### config.mk
export PLATFORM = sky130hd
export DESIGN_NAME = bsfr_bank0
export DESIGN_NICKNAME = d
export VERILOG_FILES = /design/src/bsfr_pkg.sv /design/src/bsfr_bank0.sv
export VERILOG_INCLUDE_DIRS = /design/src
export SDC_FILE = /design/constraint.sdc
export NUM_CORES = 1
export LEC_CHECK = 0
export BUFFER_PORTS_ARGS = -buffer_cell sky130_fd_sc_hd__clkbuf_2
export CORE_MARGIN = 2
export CORE_UTILIZATION = 30
export CTS_CLUSTER_DIAMETER = 40
export DETAILED_ROUTE_END_ITERATION = 8
export GPL_TIMING_DRIVEN = 0
export HOLD_SLACK_MARGIN = 0.05
export PLACE_DENSITY_LB_ADDON = 0.08
export SLEW_MARGIN = 20
export SYNTH_ARGS = -nofsm -noshare
export SYNTH_HDL_FRONTEND = slang
export SYNTH_SLANG_ARGS = --single-unit
### constraint.sdc
create_clock -name pclk -period 4.6 [get_ports pclk]
set_input_delay 0.92 -clock pclk [delete_from_list [all_inputs] [get_ports pclk]]
set_output_delay 0.92 -clock pclk [all_outputs]
set_load 0.005 [all_outputs]
### src/bsfr_defs.svh
`ifndef BSFR_DEFS_SVH
`define BSFR_DEFS_SVH

// Location indices (byte address on the bus is four times the index)
`define BSFR_IDX_INDIRECT   5'h00
`define BSFR_IDX_TIMER_ZERO_COUNT       5'h01
`define BSFR_IDX_PC_LOW     5'h02
`define BSFR_IDX_STATUS     5'h03
`define BSFR_IDX_POINTER    5'h04
`define BSFR_IDX_PORT_A     5'h05
`define BSFR_IDX_PORT_B     5'h06
`define BSFR_IDX_PORT_C     5'h07
`define BSFR_IDX_PORT_D     5'h08
`define BSFR_IDX_PORT_E     5'h09
`define BSFR_IDX_PC_LATCH   5'h0a
`define BSFR_IDX_INTCTL     5'h0b
`define BSFR_IDX_PFLAG1     5'h0c
`define BSFR_IDX_PFLAG2     5'h0d
`define BSFR_IDX_TIMER_ONE_LOW      5'h0e
`define BSFR_IDX_TIMER_ONE_HIGH      5'h0f
`define BSFR_IDX_T1CTL      5'h10
`define BSFR_IDX_TIMER_TWO_COUNT       5'h11
`define BSFR_IDX_T2CTL      5'h12
`define BSFR_IDX_SSBUF      5'h13
`define BSFR_IDX_SSCTL      5'h14
`define BSFR_IDX_CCP1L      5'h15
`define BSFR_IDX_CCP1H      5'h16
`define BSFR_IDX_CCP1CTL    5'h17
`define BSFR_IDX_RXSTAT     5'h18
`define BSFR_IDX_TXDATA     5'h19
`define BSFR_IDX_RXDATA     5'h1a
`define BSFR_IDX_CCP2L      5'h1b
`define BSFR_IDX_CCP2H      5'h1c
`define BSFR_IDX_CCP2CTL    5'h1d
`define BSFR_IDX_CONVERTER_RESULT      5'h1e
`define BSFR_IDX_ADCTL      5'h1f

// Bus address layout
`define BSFR_ADDR_W         12
`define BSFR_OFF_LIMIT      7'h20
`define BSFR_BANK0          2'h0

// Implemented bits per location
`define BSFR_MASK_FULL      8'hff
`define BSFR_MASK_NONE      8'h00
`define BSFR_MASK_PORT_A    8'h3f
`define BSFR_MASK_PORT_E    8'h07
`define BSFR_MASK_PC_LATCH  8'h1f
`define BSFR_MASK_PFLAG2    8'h01
`define BSFR_MASK_CTL6      8'h3f
`define BSFR_MASK_T2CTL     8'h7f
`define BSFR_MASK_RXSTAT    8'hf7
`define BSFR_MASK_ADCTL     8'hfd

// Bits software cannot write
`define BSFR_RO_STATUS      8'h18
`define BSFR_RO_RXSTAT      8'h06

// Status reset value and bank select fields
`define BSFR_STATUS_RST     8'h18
`define BSFR_STATUS_IRP     7
`define BSFR_PTR_BANK_BIT   7

`endif

### src/bsfr_pkg.sv
`default_nettype none
package bsfr_pkg;
  typedef logic [7:0] bsfr_byte_t;
  typedef struct packed {
    logic       hit;
    logic [4:0] idx;
  } bsfr_dec_s;
  typedef struct packed {
    logic [31:0][7:0] mem;
    logic [4:0]       pc_upper;
    logic [31:0]      rdata;
  } bsfr_state_s;
endpackage
`default_nettype wire
### src/bsfr_bank0.sv
// Behaviour
// - Registers kept in static storage cells
// - Port A writes latch, reads pins
// - Port C writes latch, reads pins
// - Port D writes latch, reads pins
// - Core registers decode in every bank
// - Latch copied to PC upper on branch
// - Unimplemented bits ignore writes, read zero
// - Small package: port D/E absent, zero
`include "bsfr_defs.svh"
`default_nettype none
module bsfr_bank0
  import bsfr_pkg::*;
#(
  parameter bit SMALL_PACKAGE = 1'b0
) (
  // Clock and reset
  input  wire logic                    pclk,
  input  wire logic                    presetn,
  // APB slave
  input  wire logic                    psel,
  input  wire logic                    penable,
  input  wire logic                    pwrite,
  input  wire logic [`BSFR_ADDR_W-1:0] paddr,
  input  wire logic [31:0]             pwdata,
  input  wire logic [3:0]              pstrb,
  output logic      [31:0]             prdata,
  output logic                         pready,
  output logic                         pslverr,
  // Port pin levels
  input  wire logic [7:0]              port_a_in,
  input  wire logic [7:0]              port_b_in,
  input  wire logic [7:0]              port_c_in,
  input  wire logic [7:0]              port_d_in,
  input  wire logic [7:0]              port_e_in,
  // Port output latches
  output logic      [7:0]              port_a_latch,
  output logic      [7:0]              port_b_latch,
  output logic      [7:0]              port_c_latch,
  output logic      [7:0]              port_d_latch,
  output logic      [7:0]              port_e_latch,
  // Core view
  input  wire logic                    branch_strobe,
  output logic      [7:0]              pc_low_byte,
  output logic      [4:0]              pc_upper,
  output logic      [7:0]              core_status_flags,
  output logic      [7:0]              indirect_pointer,
  output logic      [7:0]              interrupt_control,
  // Peripheral update path
  input  wire logic                    periph_we,
  input  wire logic [4:0]              periph_idx,
  input  wire logic [7:0]              periph_wdata
);

  // Implemented bits of each location
  function automatic bsfr_byte_t impl_mask(input logic [4:0] idx);
    bsfr_byte_t m;
    m = `BSFR_MASK_FULL;
    case (idx)
      `BSFR_IDX_INDIRECT: m = `BSFR_MASK_NONE;
      `BSFR_IDX_PORT_A:   m = `BSFR_MASK_PORT_A;
      `BSFR_IDX_PORT_D:   m = SMALL_PACKAGE ? `BSFR_MASK_NONE : `BSFR_MASK_FULL;
      `BSFR_IDX_PORT_E:   m = SMALL_PACKAGE ? `BSFR_MASK_NONE : `BSFR_MASK_PORT_E;
      `BSFR_IDX_PC_LATCH: m = `BSFR_MASK_PC_LATCH;
      `BSFR_IDX_PFLAG2:   m = `BSFR_MASK_PFLAG2;
      `BSFR_IDX_T1CTL:    m = `BSFR_MASK_CTL6;
      `BSFR_IDX_T2CTL:    m = `BSFR_MASK_T2CTL;
      `BSFR_IDX_CCP1CTL:  m = `BSFR_MASK_CTL6;
      `BSFR_IDX_RXSTAT:   m = `BSFR_MASK_RXSTAT;
      `BSFR_IDX_CCP2CTL:  m = `BSFR_MASK_CTL6;
      `BSFR_IDX_ADCTL:    m = `BSFR_MASK_ADCTL;
      default:            m = `BSFR_MASK_FULL;
    endcase
    return m;
  endfunction

  // Bits software may write; flags owned by hardware are left out
  function automatic bsfr_byte_t sw_mask(input logic [4:0] idx);
    bsfr_byte_t m;
    m = impl_mask(idx);
    case (idx)
      `BSFR_IDX_STATUS: m = m & ~`BSFR_RO_STATUS;
      `BSFR_IDX_RXSTAT: m = m & ~`BSFR_RO_RXSTAT;
      `BSFR_IDX_RXDATA: m = `BSFR_MASK_NONE;
      `BSFR_IDX_CONVERTER_RESULT:  m = `BSFR_MASK_NONE;
      default:          m = m;
    endcase
    return m;
  endfunction

  // Registers seen from every bank
  function automatic logic is_common(input logic [4:0] idx);
    logic c;
    c = 1'b0;
    case (idx)
      `BSFR_IDX_INDIRECT: c = 1'b1;
      `BSFR_IDX_PC_LOW:   c = 1'b1;
      `BSFR_IDX_STATUS:   c = 1'b1;
      `BSFR_IDX_POINTER:  c = 1'b1;
      `BSFR_IDX_PC_LATCH: c = 1'b1;
      `BSFR_IDX_INTCTL:   c = 1'b1;
      default:            c = 1'b0;
    endcase
    return c;
  endfunction

  // Bank and offset to a location of this map
  function automatic bsfr_dec_s decode(input logic [1:0] bank, input logic [6:0] off);
    bsfr_dec_s d;
    d.idx = off[4:0];
    d.hit = 1'b0;
    if (off < `BSFR_OFF_LIMIT) begin
      d.hit = (bank == `BSFR_BANK0) || is_common(off[4:0]);
    end
    return d;
  endfunction

  bsfr_state_s st;
  bsfr_state_s next_st;

  logic [8:0]  bus_index;
  bsfr_dec_s   bus_dec;
  bsfr_dec_s   ind_dec;
  bsfr_dec_s   tgt_dec;
  logic        bus_setup;
  logic        bus_access;
  bsfr_byte_t  rd_byte;
  bsfr_byte_t  wr_mask;
  bsfr_byte_t  cur_status;
  bsfr_byte_t  cur_pointer;

  assign bus_index   = paddr[10:2];
  assign bus_setup   = psel && !penable;
  assign bus_access  = psel && penable && pready;
  assign cur_status  = st.mem[`BSFR_IDX_STATUS];
  assign cur_pointer = st.mem[`BSFR_IDX_POINTER];

  // Zero wait states; read data is captured during the setup cycle
  assign pready  = 1'b1;
  assign pslverr = 1'b0;

  always_comb begin
    bus_dec = decode(bus_index[8:7], bus_index[6:0]);
    ind_dec = decode({cur_status[`BSFR_STATUS_IRP], cur_pointer[`BSFR_PTR_BANK_BIT]},
                     cur_pointer[6:0]);
    tgt_dec = bus_dec;
    if (bus_dec.hit && bus_dec.idx == `BSFR_IDX_INDIRECT) begin
      tgt_dec = ind_dec;
      // Pointing back at offset zero would loop; treat it as empty
      if (ind_dec.idx == `BSFR_IDX_INDIRECT) begin
        tgt_dec.hit = 1'b0;
      end
    end
  end

  // Read value of the resolved location
  always_comb begin
    rd_byte = `BSFR_MASK_NONE;
    if (tgt_dec.hit) begin
      case (tgt_dec.idx)
        `BSFR_IDX_PORT_A: rd_byte = port_a_in;
        `BSFR_IDX_PORT_B: rd_byte = port_b_in;
        `BSFR_IDX_PORT_C: rd_byte = port_c_in;
        `BSFR_IDX_PORT_D: rd_byte = port_d_in;
        `BSFR_IDX_PORT_E: rd_byte = port_e_in;
        default:          rd_byte = st.mem[tgt_dec.idx];
      endcase
      rd_byte = rd_byte & impl_mask(tgt_dec.idx);
    end
  end

  always_comb begin
    next_st = st;
    wr_mask = sw_mask(tgt_dec.idx);
    if (bus_setup && !pwrite) begin
      next_st.rdata = {24'h000000, rd_byte};
    end
    if (bus_access && pwrite && pstrb[0] && tgt_dec.hit) begin
      next_st.mem[tgt_dec.idx] = (st.mem[tgt_dec.idx] & ~wr_mask)
                               | (pwdata[7:0] & wr_mask);
      // A computed jump takes the upper bits along with the low byte
      if (tgt_dec.idx == `BSFR_IDX_PC_LOW) begin
        next_st.pc_upper = st.mem[`BSFR_IDX_PC_LATCH][4:0];
      end
    end
    if (branch_strobe) begin
      next_st.pc_upper = st.mem[`BSFR_IDX_PC_LATCH][4:0];
    end
    // Hardware update lands last so an event in the write cycle is kept
    if (periph_we) begin
      next_st.mem[periph_idx] = periph_wdata & impl_mask(periph_idx);
    end
  end

  always_ff @(posedge pclk or negedge presetn) begin
    if (!presetn) begin
      st                       <= '0;
      st.mem[`BSFR_IDX_STATUS] <= `BSFR_STATUS_RST;
    end else begin
      st <= next_st;
    end
  end

  // Latch outputs; absent ports drive zero
  assign port_a_latch      = st.mem[`BSFR_IDX_PORT_A] & impl_mask(`BSFR_IDX_PORT_A);
  assign port_b_latch      = st.mem[`BSFR_IDX_PORT_B];
  assign port_c_latch      = st.mem[`BSFR_IDX_PORT_C];
  assign port_d_latch      = st.mem[`BSFR_IDX_PORT_D] & impl_mask(`BSFR_IDX_PORT_D);
  assign port_e_latch      = st.mem[`BSFR_IDX_PORT_E] & impl_mask(`BSFR_IDX_PORT_E);
  assign pc_low_byte       = st.mem[`BSFR_IDX_PC_LOW];
  assign pc_upper          = st.pc_upper;
  assign core_status_flags = cur_status;
  assign indirect_pointer  = cur_pointer;
  assign interrupt_control = st.mem[`BSFR_IDX_INTCTL];
  assign prdata            = st.rdata;

endmodule
`default_nettype wire

## Yosys cells after proc, flatten, opt, wreduce, memory -nomap -nowiden

Memories as Yosys holds them, arrays and structs flattened.
Cells that the tools add are included.

| storage, ports and cells | value |
|---|---|
| word-level logic and storage cells | 118 |
| memories | 3 |
| bits in read-only memories | 768 |
| bits in registers | 269 |

Memories:

| memory | words | width | rd ports | clocked after Yosys merged registers in | wr ports | RTL line | text |
|---|---|---|---|---|---|---|---|
| (name not given) | 32 | 8 | 1 | 0 | 0 | bsfr_bank0.sv:59 | `case (idx)` |
| (name not given) | 32 | 8 | 1 | 0 | 0 | bsfr_bank0.sv:59 |  |
| (name not given) | 32 | 8 | 1 | 0 | 0 | bsfr_bank0.sv:59 |  |

| cells by class | value |
|---|---|
| reduce and logical (&&, ||, !) cells | 23 |
| bitwise gates (word level) | 6 |
| equality and inequality tests | 20 |
| multiplexer cells | 26 |
| magnitude comparators | 6 |

Operators by type and width:

| kind | number |
|---|---|
| 256-bit bitwise mux | 2 |
| 261-bit 2-to-1 mux | 1 |
| 256-bit 2-to-1 mux | 1 |
| 8-bit demux with 5-bit select | 2 |
| 8-bit 2-to-1 mux | 7 |
| 8-bit binary-select mux with 5-bit select | 1 |
| 8-bit case mux with 5 select lines | 1 |
| 8-bit AND | 4 |
| 5-bit by 2-bit == test with 1-bit output, second input constant | 6 |
| 5-bit by 4-bit == test with 1-bit output, second input constant | 6 |
| 5-bit by 3-bit == test with 1-bit output, second input constant | 5 |
| 8-bit case mux with 3 select lines | 1 |
| 5-bit == test, second input constant | 3 |
| 7-bit by 6-bit less-than comparator with 1-bit output, second input constant | 2 |
| 5-bit by 6-bit less-than comparator with 1-bit output, second input constant | 2 |
| 6-bit OR reduction | 2 |
| 5-bit by 1-bit >= comparator with 1-bit output, second input constant | 2 |
| 5-bit zero test | 2 |
| 5-bit 2-to-1 mux | 2 |
| 1-bit logical AND | 9 |
| 8-bit inverter | 1 |
| 8-bit OR | 1 |
| 1-bit 2-to-1 mux | 7 |
| 6-bit 2-to-1 mux | 1 |
| other kinds (6) | 10 |

## Logic depth before layout (Yosys ltp)

| depth | value |
|---|---|
| depth after elaboration | 18 |
| gate-level depth with buffers | 19 |

## Least setup slack after synthesis

OpenSTA, ideal clock, no wires.

| timing path | value |
|---|---|
| path type | input -> register |
| from | input port paddr[5] |
| to | register st[48] (netlist name) |
| slack | -0.064 ns |
| required time | 4.473 ns |
| stages on the path | 19 |
| data arrival time | 4.536 ns |
| cell sequence | clkbuf_1 or3b_1 buf_6 o21ai_4 buf_6 buf_12 buf_12 buf_8 buf_6 ha_1 clkbuf_1 inv_1 nor4_1 a221oi_1 a2111o_1 nor2b_1 buf_2 a222oi_1 inv_1 |

RTL lines:

| what | RTL line | text |
|---|---|---|
| start, declared | bsfr_bank0.sv:24 | `` input wire logic [`BSFR_ADDR_W-1:0] paddr, `` |
| end signal, assigned | bsfr_bank0.sv:200 | `st <= next_st;` |
| end, declared | bsfr_bank0.sv:118 | `bsfr_state_s st;` |

==> results by group <==
Status
  – Status: finished clean

Critical path
  – CP Capture Type: flop
  – Crit path max-delay family: buffers and inverters
  – Crit path top cell by count: buf_12
  – Crit path kind: input pin to flop
  – Worst EP arrival: 4.99 ns
  – CP max-delay cell: a211oi_1
  – Critical-path maximum fanout: 10
  – Crit start category: input pin
  – FF-to-FF path depth: 15
  – Crit-path cells: clkbuf_2 > or4_4 > o21ai_4 > buf_8 > buf_12 > buf_12 > buf_12 > mux4_2 > a211oi_1 > nor3_2 > buf_6 > buf_4 > nor4_1 > a211oi_1
  – Crit-path max cell delay: 0.78 ns
  – WP depth: 14
  – Worst Path Buf+Inv: 7
  – Worst Path Required: around 5 ns

STA
  – Slew HR: 0.1165
  – Max Slew Vio Count: 0
  – Final setup fails: 0
  – Setup Skew: 0.04462 ns
  – RSZ-0062 raised after global routing: false
  – Shortest period the worst path allows: 4.569 ns
  – Fin worst setup slack: between 0.03 and 0.04 ns
  – Final Hold Viols: 0
  – Max Clock Freq: 0.2188 GHz
  – Min Hold Slack: 0.3088 ns
  – Worst-Margin Slew: 1.325 ns
  – Crit share post-route: 0.9934

CTS
  – CTS tree: done
  – CTS clk-pin slew, worst paths: 0.05 ns
  – Clock Latency Late Sink: 0.65 ns
  – H-tree depth: 2
  – CTS root buffer: clkbuf_16
  – TritonCTS Sinks: roughly 270
  – Total CTS buffers: between 60 and 70
  – Cts-stage hold buffer count: 0
  – Clk buf depth: 3

GRT
  – Largest net degree at the start of global routing: 81
  – Vias in the first global route: 16,545
  – Initial antenna violation count: 2
  – GR Overflow Total: 0
  – First-pass GRT wire length: 132,400 um
  – GRT Util Overall: 0.3288

Min path
  – Hold WC Path Type: input pin to async pin

Floorplan
  – Die outline width: between 200 and 250 um
  – Ports: 219
  – Core ar.: 56,060 um2
  – Die ar.: roughly 58,000 um2
  – Rows: between 80 and 90
  – Die height: approximately 240 um
  – Initial Utilization: 0.3017

Power
  – Power Density: 468.5 nW/um2
  – Peak VDD IR: 0.2909 mV
  – Leakage: 0.009391 uW

Logic synthesis
  – Synth Flop Type: dfrtp_1
  – Synth async-reset ratio: 1.000
  – Most frequent cell after synthesis: dfrtp_1
  – Ys Warns: 0
  – Synth top area share: 0.3951
  – Mapped Area: roughly 17,000 um2
  – Synth unique cells: approximately 90
  – Synth area leader: dfrtp_1
  – Cell count after synthesis: approximately 1,900
  – Main area contributors after synthesis: dfrtp_1, nand2_1, buf_4
  – Commonest cells post-synth: dfrtp_1, nand2_1, nor2_1
  – Post-Syn Area per Cell: 8.744 um2
  – Register area share after synthesis: 0.3982
  – FF+latch count, synth: 269
  – EDFF count, synth: 0

Final layout
  – Design area: 21,590 um2
  – Total Nets Final: 2,317
  – Share of layout cells above drive strength 1: 0.2494
  – Area Overhead vs Synth: 27.67%

Drt
  – Post-DRT Antenna Nets: 0
  – Routed via count: 17,742
  – Routed wire length: just under 100,000 um
  – Avg Vias per Cell: 5.902
  – Router iterations before antenna repair: 6
  – DR iter-0 viols: 2,183
  – WL/cell: 32.27 um
  – Remaining DRCs: 0

Place
  – Placement Cell Area: 18,950 um2
  – RD Place Congestion: ~1.0
  – Dpl hpwl: roughly 72,000 um
  – Setup WS pre-CTS: -2.817 ns
  – Buffers on Ports: 149

Run
  – Max Cap Viol: 0
-- cell type report --
class	count	area [um2]
fillers	5686	34470
multi-input cells	1422	8915
flip-flops and latches	269	6734
clock buffers	85	1788
plain buffers	243	1624
repair buffers	176	1030
well taps	756	945.9
clock inverters	29	455.4
inverters	25	96.34
diodes	1	2.502
-- cells by family (layout without fill, tap and decap cells) --
| logic type | after synthesis | count (layout) | synth area share |
|---|---|---|---|
| AND/OR/NAND/NOR | 644 | 644 | 0.1722 |
| AO/OA/AOI/OAI | 635 | 635 | 0.2419 |
| other | 2 | 34 | 0.0004441 |
| multiplexers | 99 | 99 | 0.08198 |
| adder cells (fa/ha/maj) | 11 | 11 | 0.008138 |
| flip-flops | 269 | 269 | 0.3982 |
| buffers and inverters | 274 | 558 | 0.09714 |
-- final timing paths --
kind	end	slack (ns)	from
min in group pclk	prdata[5]$_DFFE_PN0P_	0.49	prdata[5]$_DFFE_PN0P_
setup / recovery	st[203]$_DFF_PN0_	0.03	paddr[7]
hold reg to reg	prdata[5]$_DFFE_PN0P_	0.49	prdata[5]$_DFFE_PN0P_
hold / removal	port_b_latch[4]$_DFF_PN0_	0.31	presetn
max in group asynchronous	st[273]$_DFF_PN0_	3.16	presetn
setup reg to reg	st[203]$_DFF_PN0_	0.04	indirect_pointer[1]$_DFF_PN0_
-- routing by layer --
layer  up-vias  share of wire  global-route usage
met5         -              0                   0
met4         0          0.070              0.2000
met3       271          0.080             0.05994
met2      1066           0.44              0.5037
met1      8839           0.41              0.4316
li1       7566              -                   -
-- power breakdown --
group	switching (uW)	total, uW	internal, uW
combinational	1250	2170	913
sequential	376	3200	2820
clock	1500	4750	3250
-- placed cells by master (no fill, tap or decap), drive strengths merged, types with 11 or more instances in the layout --
master and instances:
clkbuf 316, a31oi 53, buf 188, o21ai 161
nor2 184, conb 33, inv 26, a211oi 38
dfrtp 267, and2 23, o211ai 23, a21oi 135
ha 11, nor3 74, and3 20, a22o 12
a22oi 50, o22ai 67, mux4 31, nand2 245
mux2i 62, nand3 39
-- registers in the layout, indices dropped and copies added, names as in the netlist --
name,flops
port_b_latch,8
st,191
core_status_flags,8
prdata,8
pc_low_byte,8
port_c_latch,8
pc_upper,5
port_e_latch,3
indirect_pointer,8
interrupt_control,8
port_d_latch,8
port_a_latch,6
-- through the flow --
step	util	std cells	power (uW)	TNS, ns
6_report	0.3851	3006	10110	0
5_1_grt	0.3851	3005	10420	0
4_1_cts	0.3829	3001	10070	-0.02409
3_5_place_dp	0.3380	2882	5284	-526.40
3_3_place_gp	0.3340	2870	5252	-1545.81
2_1_floorplan	-	1965	4271	0
-- what timing repair did --
item                                    CTS  global route
resized for setup                        70            26
pin swaps                                 7             3
setup buffers                            10             5
endpoints found under the setup margin  269           132
Power figures use the tool's default switching activity.
